===== src/hw/aserc_consts.svh =====
`ifndef ASERC_CONSTS_SVH
`define ASERC_CONSTS_SVH

// register byte offsets on the control bus
`define ASERC_OFS_CTRL 4'h0
`define ASERC_OFS_CWSEL 4'h4
`define ASERC_OFS_STAT 4'h8

// reset values
`define ASERC_CTRL_RST 11'h000
`define ASERC_CWSEL_RST 32'hffff_ffff

// field positions of the control word
`define ASERC_CTRL_W 11
`define ASERC_CTRL_MSB_FIRST 0
`define ASERC_CTRL_TWOS 1
`define ASERC_CTRL_SDR 2
`define ASERC_CTRL_PIN_PART 3
`define ASERC_CTRL_FULL_PD 4
`define ASERC_CTRL_PGA_LSB 5
`define ASERC_CTRL_LPF 7
`define ASERC_CTRL_CLAMP_LSB 8

// status word field positions
`define ASERC_STAT_AWAKE 0
`define ASERC_STAT_PWR_LSB 1
`define ASERC_STAT_LOCKED 3
`define ASERC_STAT_LOST 4

// axi answers
`define ASERC_RESP_OKAY 2'h0
`define ASERC_RESP_SLVERR 2'h2

// geometry
`define ASERC_NCH 8
`define ASERC_NBITS 12
`define ASERC_NCOL 10
`define ASERC_FRAME_CYC 24

// timing: system clock and wake-up limits
`define ASERC_CLK_HZ 10000000
`define ASERC_T_WAKE_FULL_US 50
`define ASERC_T_WAKE_PART_US 2
`define ASERC_WAKE_FULL_CYC \
	(`ASERC_T_WAKE_FULL_US * (`ASERC_CLK_HZ / 1000000))
`define ASERC_WAKE_PART_CYC \
	(`ASERC_T_WAKE_PART_US * (`ASERC_CLK_HZ / 1000000))
`define ASERC_PER_MAX 8'hff

`endif


===== src/hw/aserc_pkg.sv =====
package aserc_pkg;

	typedef enum logic [1:0] {
		ASERC_PGA_20DB,
		ASERC_PGA_25DB,
		ASERC_PGA_27DB,
		ASERC_PGA_30DB
	} aserc_pga_t;

	typedef enum logic {
		ASERC_LPF_10MHZ,
		ASERC_LPF_15MHZ
	} aserc_lpf_t;

	typedef enum logic [1:0] {
		ASERC_PWR_ON,
		ASERC_PWR_FULL_PD,
		ASERC_PWR_PART_PD,
		ASERC_PWR_WAKE
	} aserc_pwr_t;

	// control word, bit 10 first
	typedef struct packed {
		logic [2:0] clamp_level;
		aserc_lpf_t lpf_corner;
		aserc_pga_t pga_gain;
		logic full_pd;
		logic pin_partial;
		logic single_rate_select;
		logic twos_complement_select;
		logic msb_first;
	} aserc_ctrl_t;

	typedef struct packed {
		logic clk_lost;
		logic locked;
		aserc_pwr_t pwr;
		logic awake;
	} aserc_stat_t;

	typedef logic [7:0][11:0] aserc_words_t;

endpackage : aserc_pkg


===== src/hw/aserc_serializer.sv =====
`timescale 1ns/1ns
`include "aserc_consts.svh"

module aserc_serializer
	import aserc_pkg::*;
(
	input wire logic clk_sys_i,
	input wire logic srst_i,
	input wire logic load_i,
	input wire logic shift_i,
	input wire logic clear_i,
	input wire logic msb_first_i,
	input wire aserc_words_t words_i,
	output logic [`ASERC_NCH-1:0] serial_o
);

	function automatic logic [11:0] aserc_rev(input logic [11:0] w);
		logic [11:0] r;
		r = '0;
		for (int i = 0; i < `ASERC_NBITS; i++) begin
			r[i] = w[`ASERC_NBITS-1-i];
		end
		return r;
	endfunction : aserc_rev

	////////////////////////////////////////////////////////////////////
	// one shift lane per channel, all loaded on the same frame start
	for (genvar c = 0; c < `ASERC_NCH; c++) begin : g_lane
		logic [11:0] ord;
		logic [11:0] sh_q;
		// lsb leaves first unless reversed
		assign ord = msb_first_i ? aserc_rev(words_i[c]) : words_i[c]; // RULE1 RULE2
		always_ff @(posedge clk_sys_i) begin
			if (srst_i || clear_i) begin
				sh_q <= '0;
				serial_o[c] <= 1'b0;
			end else if (load_i) begin
				serial_o[c] <= ord[0]; // RULE6
				sh_q <= {1'b0, ord[11:1]};
			end else if (shift_i) begin
				serial_o[c] <= sh_q[0]; // RULE6
				sh_q <= {1'b0, sh_q[11:1]};
			end
		end
	end

endmodule : aserc_serializer


===== src/hw/aserc_axil_slave.sv =====
`timescale 1ns/1ns
`include "aserc_consts.svh"

module aserc_axil_slave
	import aserc_pkg::*;
(
	input wire logic clk_sys_i,
	input wire logic srst_i,
	input wire logic [3:0] s_axi_awaddr,
	input wire logic s_axi_awvalid,
	output logic s_axi_awready,
	input wire logic [31:0] s_axi_wdata,
	input wire logic [3:0] s_axi_wstrb,
	input wire logic s_axi_wvalid,
	output logic s_axi_wready,
	output logic [1:0] s_axi_bresp,
	output logic s_axi_bvalid,
	input wire logic s_axi_bready,
	input wire logic [3:0] s_axi_araddr,
	input wire logic s_axi_arvalid,
	output logic s_axi_arready,
	output logic [31:0] s_axi_rdata,
	output logic [1:0] s_axi_rresp,
	output logic s_axi_rvalid,
	input wire logic s_axi_rready,
	input wire aserc_stat_t stat_i,
	output aserc_ctrl_t ctrl_o,
	output logic [31:0] cwsel_o
);

	logic aw_have, w_have;
	logic [3:0] aw_q;
	logic [31:0] wd_q;
	logic [3:0] ws_q;
	logic [31:0] ctrl_word, ctrl_merge, wmask, rd_word;
	logic do_wr, wr_ctrl, wr_cw, wr_ok, rd_ok;

	////////////////////////////////////////////////////////////////////
	// write side: address and data taken in either order; the readies
	// live in flops, so a held word is simply a ready that is low
	assign aw_have = ~s_axi_awready;
	assign w_have = ~s_axi_wready;
	assign do_wr = aw_have && w_have && !s_axi_bvalid;
	assign wr_ctrl = do_wr && aw_q == `ASERC_OFS_CTRL;
	assign wr_cw = do_wr && aw_q == `ASERC_OFS_CWSEL;
	// status is read only, so a write there is refused too
	assign wr_ok = wr_ctrl || wr_cw;
	assign ctrl_word = {21'h0, ctrl_o};
	assign ctrl_merge = (ctrl_word & ~wmask) | (wd_q & wmask);
	for (genvar b = 0; b < 4; b++) begin : g_mask
		assign wmask[8*b+7:8*b] = {8{ws_q[b]}};
	end

	always_ff @(posedge clk_sys_i) begin
		if (srst_i) begin
			s_axi_awready <= 1'b1;
			s_axi_wready <= 1'b1;
			aw_q <= '0;
			wd_q <= '0;
			ws_q <= '0;
			s_axi_bvalid <= 1'b0;
			s_axi_bresp <= `ASERC_RESP_OKAY;
		end else begin
			if (s_axi_awvalid && s_axi_awready) begin
				s_axi_awready <= 1'b0;
				aw_q <= s_axi_awaddr;
			end
			if (s_axi_wvalid && s_axi_wready) begin
				s_axi_wready <= 1'b0;
				wd_q <= s_axi_wdata;
				ws_q <= s_axi_wstrb;
			end
			if (do_wr) begin
				s_axi_awready <= 1'b1;
				s_axi_wready <= 1'b1;
				s_axi_bvalid <= 1'b1;
				s_axi_bresp <= wr_ok ? `ASERC_RESP_OKAY : `ASERC_RESP_SLVERR;
			end else if (s_axi_bready) begin
				s_axi_bvalid <= 1'b0;
			end
		end
	end

	// byte-lane merge into the two writable registers
	always_ff @(posedge clk_sys_i) begin
		if (srst_i) begin
			ctrl_o <= `ASERC_CTRL_RST;
			cwsel_o <= `ASERC_CWSEL_RST;
		end else begin
			if (wr_ctrl) begin
				// bits above the control word are dropped, so read zero
				ctrl_o <= aserc_ctrl_t'(ctrl_merge[`ASERC_CTRL_W-1:0]);
			end
			if (wr_cw) begin
				cwsel_o <= (cwsel_o & ~wmask) | (wd_q & wmask);
			end
		end
	end

	////////////////////////////////////////////////////////////////////
	// read side: one read at a time, answer one cycle after address;
	// arready is the inverse of rvalid, held in its own flop
	assign rd_ok = s_axi_araddr == `ASERC_OFS_CTRL ||
		s_axi_araddr == `ASERC_OFS_CWSEL || s_axi_araddr == `ASERC_OFS_STAT;
	assign rd_word = s_axi_araddr == `ASERC_OFS_CTRL ? ctrl_word :
		s_axi_araddr == `ASERC_OFS_CWSEL ? cwsel_o :
		s_axi_araddr == `ASERC_OFS_STAT ? {27'h0, stat_i} : 32'h0;

	always_ff @(posedge clk_sys_i) begin
		if (srst_i) begin
			s_axi_arready <= 1'b1;
			s_axi_rvalid <= 1'b0;
			s_axi_rdata <= '0;
			s_axi_rresp <= `ASERC_RESP_OKAY;
		end else if (s_axi_arvalid && s_axi_arready) begin
			s_axi_arready <= 1'b0;
			s_axi_rvalid <= 1'b1;
			s_axi_rdata <= rd_word;
			s_axi_rresp <= rd_ok ? `ASERC_RESP_OKAY : `ASERC_RESP_SLVERR;
		end else if (s_axi_rready) begin
			s_axi_arready <= 1'b1;
			s_axi_rvalid <= 1'b0;
		end
	end

endmodule : aserc_axil_slave


===== src/hw/aserc_top.sv =====
// Operation
// RULE1: by default lsb goes out first after the frame clock rises
// RULE2: msb-first option reverses bit order, msb first after frame rise
// RULE3: wake from complete power-down finishes within 50 us
// RULE4: wake from partial power-down within 2 us if sample clock kept running
// RULE5: a control bit assigns the sleep pin to partial power-down
// RULE6: each channel's 12 result bits go out serially on its own lane
// RULE7: serializer timing locks to the sample clock, twelve bits per frame
// RULE8: bit clock at 6x and frame clock at 1x go out beside the data
// RULE9: every channel captures on the one shared sample clock edge
// RULE10: post-gain selectable among 20, 25, 27 and 30 dB
// RULE11: filter corner 10 or 15 MHz, one setting for all channels
// RULE12: clamp level programmable from the control register
// RULE13: 8x10 continuous-wave switch matrix set from a register
// RULE14: offset binary by default, twos-complement select inverts the msb
// RULE15: single-rate mode doubles the bit clock, one edge marks data
// RULE16: receiver aligns words to frame rise, one bit per clock edge
`timescale 1ns/1ns
`include "aserc_consts.svh"

module aserc_top
	import aserc_pkg::*;
(
	input wire logic clk_sys_i,
	input wire logic srst_i,
	input wire logic [3:0] s_axi_awaddr,
	input wire logic s_axi_awvalid,
	output logic s_axi_awready,
	input wire logic [31:0] s_axi_wdata,
	input wire logic [3:0] s_axi_wstrb,
	input wire logic s_axi_wvalid,
	output logic s_axi_wready,
	output logic [1:0] s_axi_bresp,
	output logic s_axi_bvalid,
	input wire logic s_axi_bready,
	input wire logic [3:0] s_axi_araddr,
	input wire logic s_axi_arvalid,
	output logic s_axi_arready,
	output logic [31:0] s_axi_rdata,
	output logic [1:0] s_axi_rresp,
	output logic s_axi_rvalid,
	input wire logic s_axi_rready,
	input wire logic sample_clock_in_i,
	input wire logic converter_sleep_pin_i,
	input wire aserc_words_t conv_data_i,
	output logic [`ASERC_NCH-1:0] serial_data_o,
	output logic bit_clock_out_o,
	output logic frame_clock_out_o,
	output aserc_pga_t pga_gain_o,
	output aserc_lpf_t lpf_corner_o,
	output logic [2:0] clamp_level_o,
	output logic [`ASERC_NCH*`ASERC_NCOL-1:0] cw_switch_o,
	output logic power_full_o,
	output logic power_part_o,
	output logic awake_o
);

	aserc_ctrl_t ctrl;
	logic [31:0] cwsel;
	aserc_stat_t stat;

	////////////////////////////////////////////////////////////////////
	// register bus
	aserc_axil_slave u_regs (
		.clk_sys_i(clk_sys_i),
		.srst_i(srst_i),
		.s_axi_awaddr(s_axi_awaddr),
		.s_axi_awvalid(s_axi_awvalid),
		.s_axi_awready(s_axi_awready),
		.s_axi_wdata(s_axi_wdata),
		.s_axi_wstrb(s_axi_wstrb),
		.s_axi_wvalid(s_axi_wvalid),
		.s_axi_wready(s_axi_wready),
		.s_axi_bresp(s_axi_bresp),
		.s_axi_bvalid(s_axi_bvalid),
		.s_axi_bready(s_axi_bready),
		.s_axi_araddr(s_axi_araddr),
		.s_axi_arvalid(s_axi_arvalid),
		.s_axi_arready(s_axi_arready),
		.s_axi_rdata(s_axi_rdata),
		.s_axi_rresp(s_axi_rresp),
		.s_axi_rvalid(s_axi_rvalid),
		.s_axi_rready(s_axi_rready),
		.stat_i(stat),
		.ctrl_o(ctrl),
		.cwsel_o(cwsel)
	);

	////////////////////////////////////////////////////////////////////
	// pin synchronisers; third stage only feeds the edge detector
	logic smp_s1_q, smp_s2_q, smp_s3_q;
	logic pin_s1_q, pin_s2_q;
	logic smp_rise;

	always_ff @(posedge clk_sys_i) begin
		if (srst_i) begin
			smp_s1_q <= 1'b0;
			smp_s2_q <= 1'b0;
			smp_s3_q <= 1'b0;
			pin_s1_q <= 1'b0;
			pin_s2_q <= 1'b0;
		end else begin
			smp_s1_q <= sample_clock_in_i;
			smp_s2_q <= smp_s1_q;
			smp_s3_q <= smp_s2_q;
			pin_s1_q <= converter_sleep_pin_i;
			pin_s2_q <= pin_s1_q;
		end
	end

	assign smp_rise = smp_s2_q && !smp_s3_q;

	////////////////////////////////////////////////////////////////////
	// lock monitor: stands in for the multiplier; lock needs two edges
	// in a row within the watchdog span, a stalled clock drops it
	logic [7:0] per_cnt_q;
	logic seen_q, locked_q, lost_q;
	logic per_timeout;

	assign per_timeout = per_cnt_q == `ASERC_PER_MAX;

	always_ff @(posedge clk_sys_i) begin
		if (srst_i) begin
			per_cnt_q <= '0;
			seen_q <= 1'b0;
			locked_q <= 1'b0;
			lost_q <= 1'b0;
		end else if (smp_rise) begin
			per_cnt_q <= '0;
			seen_q <= 1'b1;
			locked_q <= seen_q; // RULE7
			lost_q <= 1'b0;
		end else if (per_timeout) begin
			seen_q <= 1'b0;
			locked_q <= 1'b0;
			lost_q <= 1'b1;
		end else begin
			per_cnt_q <= per_cnt_q + 8'h01;
		end
	end

	////////////////////////////////////////////////////////////////////
	// power sequencer
	aserc_pwr_t pwr_q, pwr_d;
	logic [8:0] wake_q, wake_d;
	logic part_req, full_req, mute, clk_stop_q;

	// unassigned, the pin only mutes the lanes
	assign part_req = pin_s2_q && ctrl.pin_partial; // RULE5
	assign mute = pin_s2_q && !ctrl.pin_partial;
	assign full_req = ctrl.full_pd;

	always_comb begin
		pwr_d = pwr_q;
		wake_d = wake_q;
		unique case (pwr_q)
			ASERC_PWR_ON: begin
				if (full_req) begin
					pwr_d = ASERC_PWR_FULL_PD;
				end else if (part_req) begin
					pwr_d = ASERC_PWR_PART_PD;
				end
			end
			ASERC_PWR_FULL_PD: begin
				if (!full_req) begin
					pwr_d = ASERC_PWR_WAKE;
					// state step and awake flop use two cycles of the budget
					wake_d = 9'(`ASERC_WAKE_FULL_CYC - 2); // RULE3
				end
			end
			ASERC_PWR_PART_PD: begin
				if (full_req) begin
					pwr_d = ASERC_PWR_FULL_PD;
				end else if (!part_req) begin
					pwr_d = ASERC_PWR_WAKE;
					// short wake only if the clock stayed alive
					// pin sync, state step and awake flop use four cycles
					wake_d = clk_stop_q ? 9'(`ASERC_WAKE_FULL_CYC - 4) :
						9'(`ASERC_WAKE_PART_CYC - 4); // RULE4
				end
			end
			ASERC_PWR_WAKE: begin
				if (full_req) begin
					pwr_d = ASERC_PWR_FULL_PD;
				end else if (part_req) begin
					pwr_d = ASERC_PWR_PART_PD;
				end else if (wake_q == 9'h001) begin
					pwr_d = ASERC_PWR_ON; // RULE3 RULE4
				end else begin
					wake_d = wake_q - 9'h001;
				end
			end
		endcase
	end

	always_ff @(posedge clk_sys_i) begin
		if (srst_i) begin
			pwr_q <= ASERC_PWR_ON;
			wake_q <= '0;
			clk_stop_q <= 1'b0;
		end else begin
			pwr_q <= pwr_d;
			wake_q <= wake_d;
			// remember a stalled clock for the whole partial sleep
			if (pwr_q != ASERC_PWR_PART_PD) begin
				clk_stop_q <= 1'b0;
			end else if (per_timeout) begin
				clk_stop_q <= 1'b1;
			end
		end
	end

	////////////////////////////////////////////////////////////////////
	// capture: one shared edge latches every channel together
	aserc_words_t hold_q;
	logic pend_q;

	for (genvar c = 0; c < `ASERC_NCH; c++) begin : g_cap
		always_ff @(posedge clk_sys_i) begin
			if (srst_i) begin
				hold_q[c] <= '0;
			end else if (smp_rise) begin
				// msb flip turns offset binary into twos complement
				hold_q[c] <= conv_data_i[c] ^
					{ctrl.twos_complement_select, 11'h000}; // RULE9 RULE14
			end
		end
	end

	////////////////////////////////////////////////////////////////////
	// frame sequencer: two system cycles per bit, 24 per frame; a
	// sample arriving mid-frame waits, newer ones overwrite it
	logic [4:0] ph_q, ph_d;
	logic run_q, run_d;
	logic go, start, shift, frame_end;

	assign go = locked_q && pwr_q == ASERC_PWR_ON && !mute;
	assign frame_end = run_q && ph_q == 5'(`ASERC_FRAME_CYC - 1);
	assign start = go && (smp_rise || pend_q) && (!run_q || frame_end);
	// a started frame always finishes, so the receiver never sees a stub
	assign run_d = start || (run_q && !frame_end);
	assign ph_d = start ? 5'h00 : (run_d ? ph_q + 5'h01 : 5'h00);
	assign shift = run_d && !start && !ph_d[0];

	always_ff @(posedge clk_sys_i) begin
		if (srst_i) begin
			ph_q <= '0;
			run_q <= 1'b0;
			pend_q <= 1'b0;
		end else begin
			ph_q <= ph_d;
			run_q <= run_d;
			// the load wins over a sample arriving in the same cycle; pend_q clears
			pend_q <= go && (smp_rise ? run_q && !frame_end : pend_q && !start);
		end
	end

	aserc_serializer u_ser (
		.clk_sys_i(clk_sys_i),
		.srst_i(srst_i),
		.load_i(start),
		.shift_i(shift),
		.clear_i(!run_d),
		.msb_first_i(ctrl.msb_first),
		.words_i(hold_q),
		.serial_o(serial_data_o)
	);

	////////////////////////////////////////////////////////////////////
	// link clocks registered in step with the lane data
	logic bclk_d, fclk_d;

	// ddr toggles mid-bit, sdr rises mid-bit once per bit
	assign bclk_d = run_d && (ctrl.single_rate_select ? ph_d[0] :
		ph_d[1] ^ ph_d[0]); // RULE8 RULE15
	assign fclk_d = run_d && ph_d < 5'(`ASERC_FRAME_CYC / 2); // RULE8 RULE16

	always_ff @(posedge clk_sys_i) begin
		if (srst_i) begin
			bit_clock_out_o <= 1'b0;
			frame_clock_out_o <= 1'b0;
		end else begin
			bit_clock_out_o <= bclk_d;
			frame_clock_out_o <= fclk_d; // RULE1
		end
	end

	////////////////////////////////////////////////////////////////////
	// analog settings and power levels
	always_ff @(posedge clk_sys_i) begin
		if (srst_i) begin
			pga_gain_o <= ASERC_PGA_20DB;
			lpf_corner_o <= ASERC_LPF_10MHZ;
			clamp_level_o <= '0;
			power_full_o <= 1'b0;
			power_part_o <= 1'b0;
			awake_o <= 1'b0;
		end else begin
			pga_gain_o <= ctrl.pga_gain; // RULE10
			lpf_corner_o <= ctrl.lpf_corner; // RULE11
			clamp_level_o <= ctrl.clamp_level; // RULE12
			power_full_o <= pwr_q == ASERC_PWR_FULL_PD;
			power_part_o <= pwr_q == ASERC_PWR_PART_PD;
			awake_o <= pwr_q == ASERC_PWR_ON;
		end
	end

	// cw matrix: nibble per channel picks one of ten columns, else open
	for (genvar c = 0; c < `ASERC_NCH; c++) begin : g_cw
		for (genvar k = 0; k < `ASERC_NCOL; k++) begin : g_col
			always_ff @(posedge clk_sys_i) begin
				if (srst_i) begin
					cw_switch_o[c*`ASERC_NCOL+k] <= 1'b0;
				end else begin
					cw_switch_o[c*`ASERC_NCOL+k] <=
						cwsel[4*c+3:4*c] == 4'(k); // RULE13
				end
			end
		end
	end

	assign stat.awake = pwr_q == ASERC_PWR_ON;
	assign stat.pwr = pwr_q;
	assign stat.locked = locked_q;
	assign stat.clk_lost = lost_q;

endmodule : aserc_top


===== config.mk =====
export PLATFORM = sky130hd
export DESIGN_NAME = aserc_top
export DESIGN_NICKNAME = d
export VERILOG_FILES = /design/src/hw/aserc_pkg.sv /design/src/hw/aserc_serializer.sv /design/src/hw/aserc_axil_slave.sv /design/src/hw/aserc_top.sv
export VERILOG_INCLUDE_DIRS = /design/src /design/src/hw
export SDC_FILE = /design/constraint.sdc
export NUM_CORES = 1
export LEC_CHECK = 0
export BUFFER_PORTS_ARGS = -buffer_cell sky130_fd_sc_hd__clkbuf_2
export CAP_MARGIN = 0
export CORE_AREA = 2 2 186 188
export CTS_CLUSTER_SIZE = 10
export DETAILED_ROUTE_END_ITERATION = 12
export DIE_AREA = 0 0 188 190
export GPL_TIMING_DRIVEN = 0
export HOLD_SLACK_MARGIN = 0.15
export PLACE_DENSITY = 0.72
export RECOVER_POWER = 25
export SLEW_MARGIN = 20
export SYNTH_ARGS = -nofsm -noshare
export SYNTH_HDL_FRONTEND = slang
export SYNTH_SLANG_ARGS = --single-unit

===== constraint.sdc =====
create_clock -name clk_sys_i -period 4.89 [get_ports clk_sys_i]
set_input_delay 0.7335 -clock clk_sys_i [delete_from_list [all_inputs] [get_ports clk_sys_i]]
set_output_delay 0.7335 -clock clk_sys_i [all_outputs]
set_load 0.005 [all_outputs]

==> flow_summary.yaml <==
run_status:
  status: "finished, final reports clean"
yosys:
  syn_area_per_cell_um2: 9.72
  synth_area_leaders: "dfxtp_1 (53%), mux2_2 (6.0%), a22o_1 (5.3%)"
  async_flop_share: 0
  ys_warn_count: 0
  synth_top_area_frac: 0.527
  ys.flop_type: "dfxtp_1"
  yosysTopAreaCell: "dfxtp_1"
  seq_area_frac_synth: 0.527
  synth.distinct_cells: 53
  synth_area_um2: 16700
  ys_ff_latch: 440
  synth-edff-count: 0
  synthCells: 1719
power:
  power.density_nw_per_um2: 372
  cellLeakagePower_uw: 0.00858
  peakVddDrop_v: 0.000262
worst_setup_path:
  critPathRequiredTime_ns: 5.32
  cp_top_family: "buffers and inverters"
  r2r-start: "ph_q[0]$_SDFF_PP0_"
  path_buf_inv: 4
  crit_top_cell: "clkbuf_1"
  timing.rr.end: "u_ser.g_lane[1].sh_q[1]$_SDFFE_PP0P_"
  r2r_slack_ns: 2.40
  reg2regPathDepth: 7
  endpoint_kind: "flop"
  start_kind: "primary input"
  critical_path_class: "in -> reg"
  crit_chain: "clkbuf_1 -> clkbuf_1 -> clkbuf_1 -> clkbuf_1 -> nor2_1"
  critPathMaxStageDelay_ns: 0.75
  cp_max_fo: 10
  crit_slowest_cell: "clkbuf_1"
  crit_arrival_ns: 2.93
detailed_routing:
  drtAntennaViolNets: 0
  drcViolationCount: 0
  drt_wl_total_um: 47200
  drt_iter0_drc: 1103
  vias: 14300
  post_drt_wl_per_cell_um: 18.7
  viasPerCell: 5.65
  dr.pass1.iters: 6
global_routing:
  grt_max_degree: 13
  grt_pass1_vias: 13800
  grt_util_all_layers: 0.257
  overflow: 0
  grt_pass1_wl_um: 73300
  antenna_found_initial: 6
timing:
  fin_hold_ws_ns: 0.359
  setup_viol: 0
  hold_viol_final: 0
  fin_crit_ns: 2.50
  fmax_mhz: 400
  tns_ns: 0
  postLayoutSetupSlackWorst_ns: 2.39
  timing.final.crit_share: 0.511
  relSlewSlack: 0.297
  tightest_slew_ns: 1.05
  fin_worst_skew_ns: 0.0173
  maxSlewViolCount: 0
  rsz0062_at_grt: "false"
clock_network:
  cts_resized: 0
  htree_levels: 2
  cts_hold_buf: 0
  path_clk_slew_ns: 0.05
  clk_latency_ns: 0.58
  cts_tree: "yes"
  cts_sinks: 440
  cts_buffers: 50
  cts-root-buf: "clkbuf_16"
  clockBufferDepth: 3
  post-cts-setup-buffers: 0
placed_design:
  io_buffers: 286
  dpl_cell_area_um2: 18700
  gp_congestion: 0.861
  dp_hpwl_um: 33600
  dpl_worst_slack_ns: 1.99
floorplanning:
  die_h_um: 190
  rows: 68
  die_w_um: 188
  die-area_um2: 35700
  ios: 289
  core_um2: 33900
  initial_core_util: 0.492
worst_hold_path:
  holdPathEnd: "smp_s1_q$_SDFF_PP0_"
  hold_path.class: "in -> reg"
  min_from: "sample_clock_in_i"
  hold_depth: 2
layout:
  n_fill_cell: 3014
  nets: 2216
  areaGrowthSynthToFinish_pct: 19.6
  drive_gt1_frac: 0.212
  fin_area_um2: 20000
flow_run:
  maxCapViolCount: 0
synth_stat cells, drive strengths merged, types with 17 or more instances:
| library cell | instances |
|---|---|
| buf | 42 |
| nor2 | 211 |
| nand2 | 157 |
| clkbuf | 89 |
| dfxtp | 440 |
| mux2 | 89 |
| nand2b | 26 |
| a22oi | 21 |
| nor3 | 131 |
| a21oi | 78 |
| mux2i | 60 |
| inv | 17 |
| o32ai | 88 |
| nor2b | 19 |
| or3 | 20 |
| a22o | 101 |
worst max path at each step:
stage	startpoint	to	slack, ns	depth (start not counted)
2_1_floorplan	s_axi_araddr[2]	u_regs.s_axi_rdata[1]$_SDFFE_PP0P_	2.99	4
3_3_place_gp	srst_i	u_regs.s_axi_rdata[28]$_SDFFE_PP0P_	1.98	5
3_5_place_dp	srst_i	u_regs.s_axi_rresp[1]$_SDFFE_PP0P_	1.99	5
4_1_cts	ph_q[0]$_SDFF_PP0_	u_ser.g_lane[1].sh_q[1]$_SDFFE_PP0P_	2.47	7
5_1_grt	ph_q[0]$_SDFF_PP0_	u_ser.serial_o[1]$_SDFFE_PP0P_	2.27	7
6_report	srst_i	flop	2.39	5
worst reg2reg max path, stage by stage, from the launching register on:
cell      delay (ns)
dfxtp_1         0.42
ha_1            0.30
nand4b_1        0.19
nand3_1         0.32
buf_2           0.33
clkbuf_1        0.54
nor2_1          0.10
nor3_1          0.20
cells in the final DEF, fill, tap and decap left out, types with 5 or more instances in the layout:
master     instances
xor2_1            10
a22oi_1           21
buf_2             32
and3_1             5
o32ai_1           88
a31o_2             5
nor3_1           130
inv_1             17
clkbuf_2         236
a21oi_1           78
mux2_2            89
dfxtp_1          440
o211ai_1          16
clkbuf_16         51
nor2_1           211
clkbuf_1         144
nand2_1          157
a22o_1           101
nand2b_1          26
o21ai_0           12
a31oi_1            8
o31ai_1            7
nor2b_1           19
nand3_1           13
mux2i_1           60
ha_1               9
or3_1             20
power breakdown:
part,switching (uW),internal [uW]
registers,75.8,3670
logic,280,198
clock network,1360,1850
total,1710,5720
final cells by class:
cell class                      instances  area [um2]  area share
Inverter                               17        63.8     0.00319
Timing Repair Buffer                  286        1370      0.0685
Clock buffer                           57        1310      0.0655
Sequential cell                       440        8810       0.441
Multi-Input combinational cell       1132        7270       0.364
Buffer                                131         569      0.0285
Antenna cell                            4        10.0    0.000501
Tap cell                              455         569      0.0285
Clock inverter                          2        13.8    0.000689
state kept, by name, summed over array words and instances, names as in the netlist, 2 cells and up, named ones only:
register            flops
u_regs.s_axi_rdata     32
cw_switch_o            80
hold_q                 96
u_regs.aw_q             4
ph_q                    5
wake_q                  9
u_ser.serial_o          8
u_regs.wd_q            32
pga_gain_o              2
pwr_q                   2
u_regs.ws_q             4
per_cnt_q               8
u_ser.g_lane.sh_q      88
clamp_level_o           3
cell families after synthesis:
| family | after synthesis | synth area share |
|---|---|---|
| fa+ha+maj | 9 | 0.00674 |
| compound gates | 346 | 0.157 |
| flops | 440 | 0.527 |
| buf+inv | 148 | 0.0379 |
| xor+xnor | 13 | 0.00681 |
| simple gates | 613 | 0.168 |
| mux | 149 | 0.0959 |
| other cells | 1 | 0.000224 |
per-stage QoR:
stage	util	cells	power, uW
after floorplan	-	1720	4090
after global placement	0.551	2461	4270
after detailed placement	0.551	2461	4290
after CTS	0.590	2520	7480
after global routing	0.589	2524	7670
final	0.589	2524	7440
per-layer routing:
metal  routed length, um  global-route usage  vias up
li1                    -                   -     6828
met1               19700               0.322     6810
met2               21900               0.417      498
met3                3810              0.0649      119
met4                1820               0.122        4
met5                  25                   0        -
No activity file was read; power rests on OpenSTA's default activity.
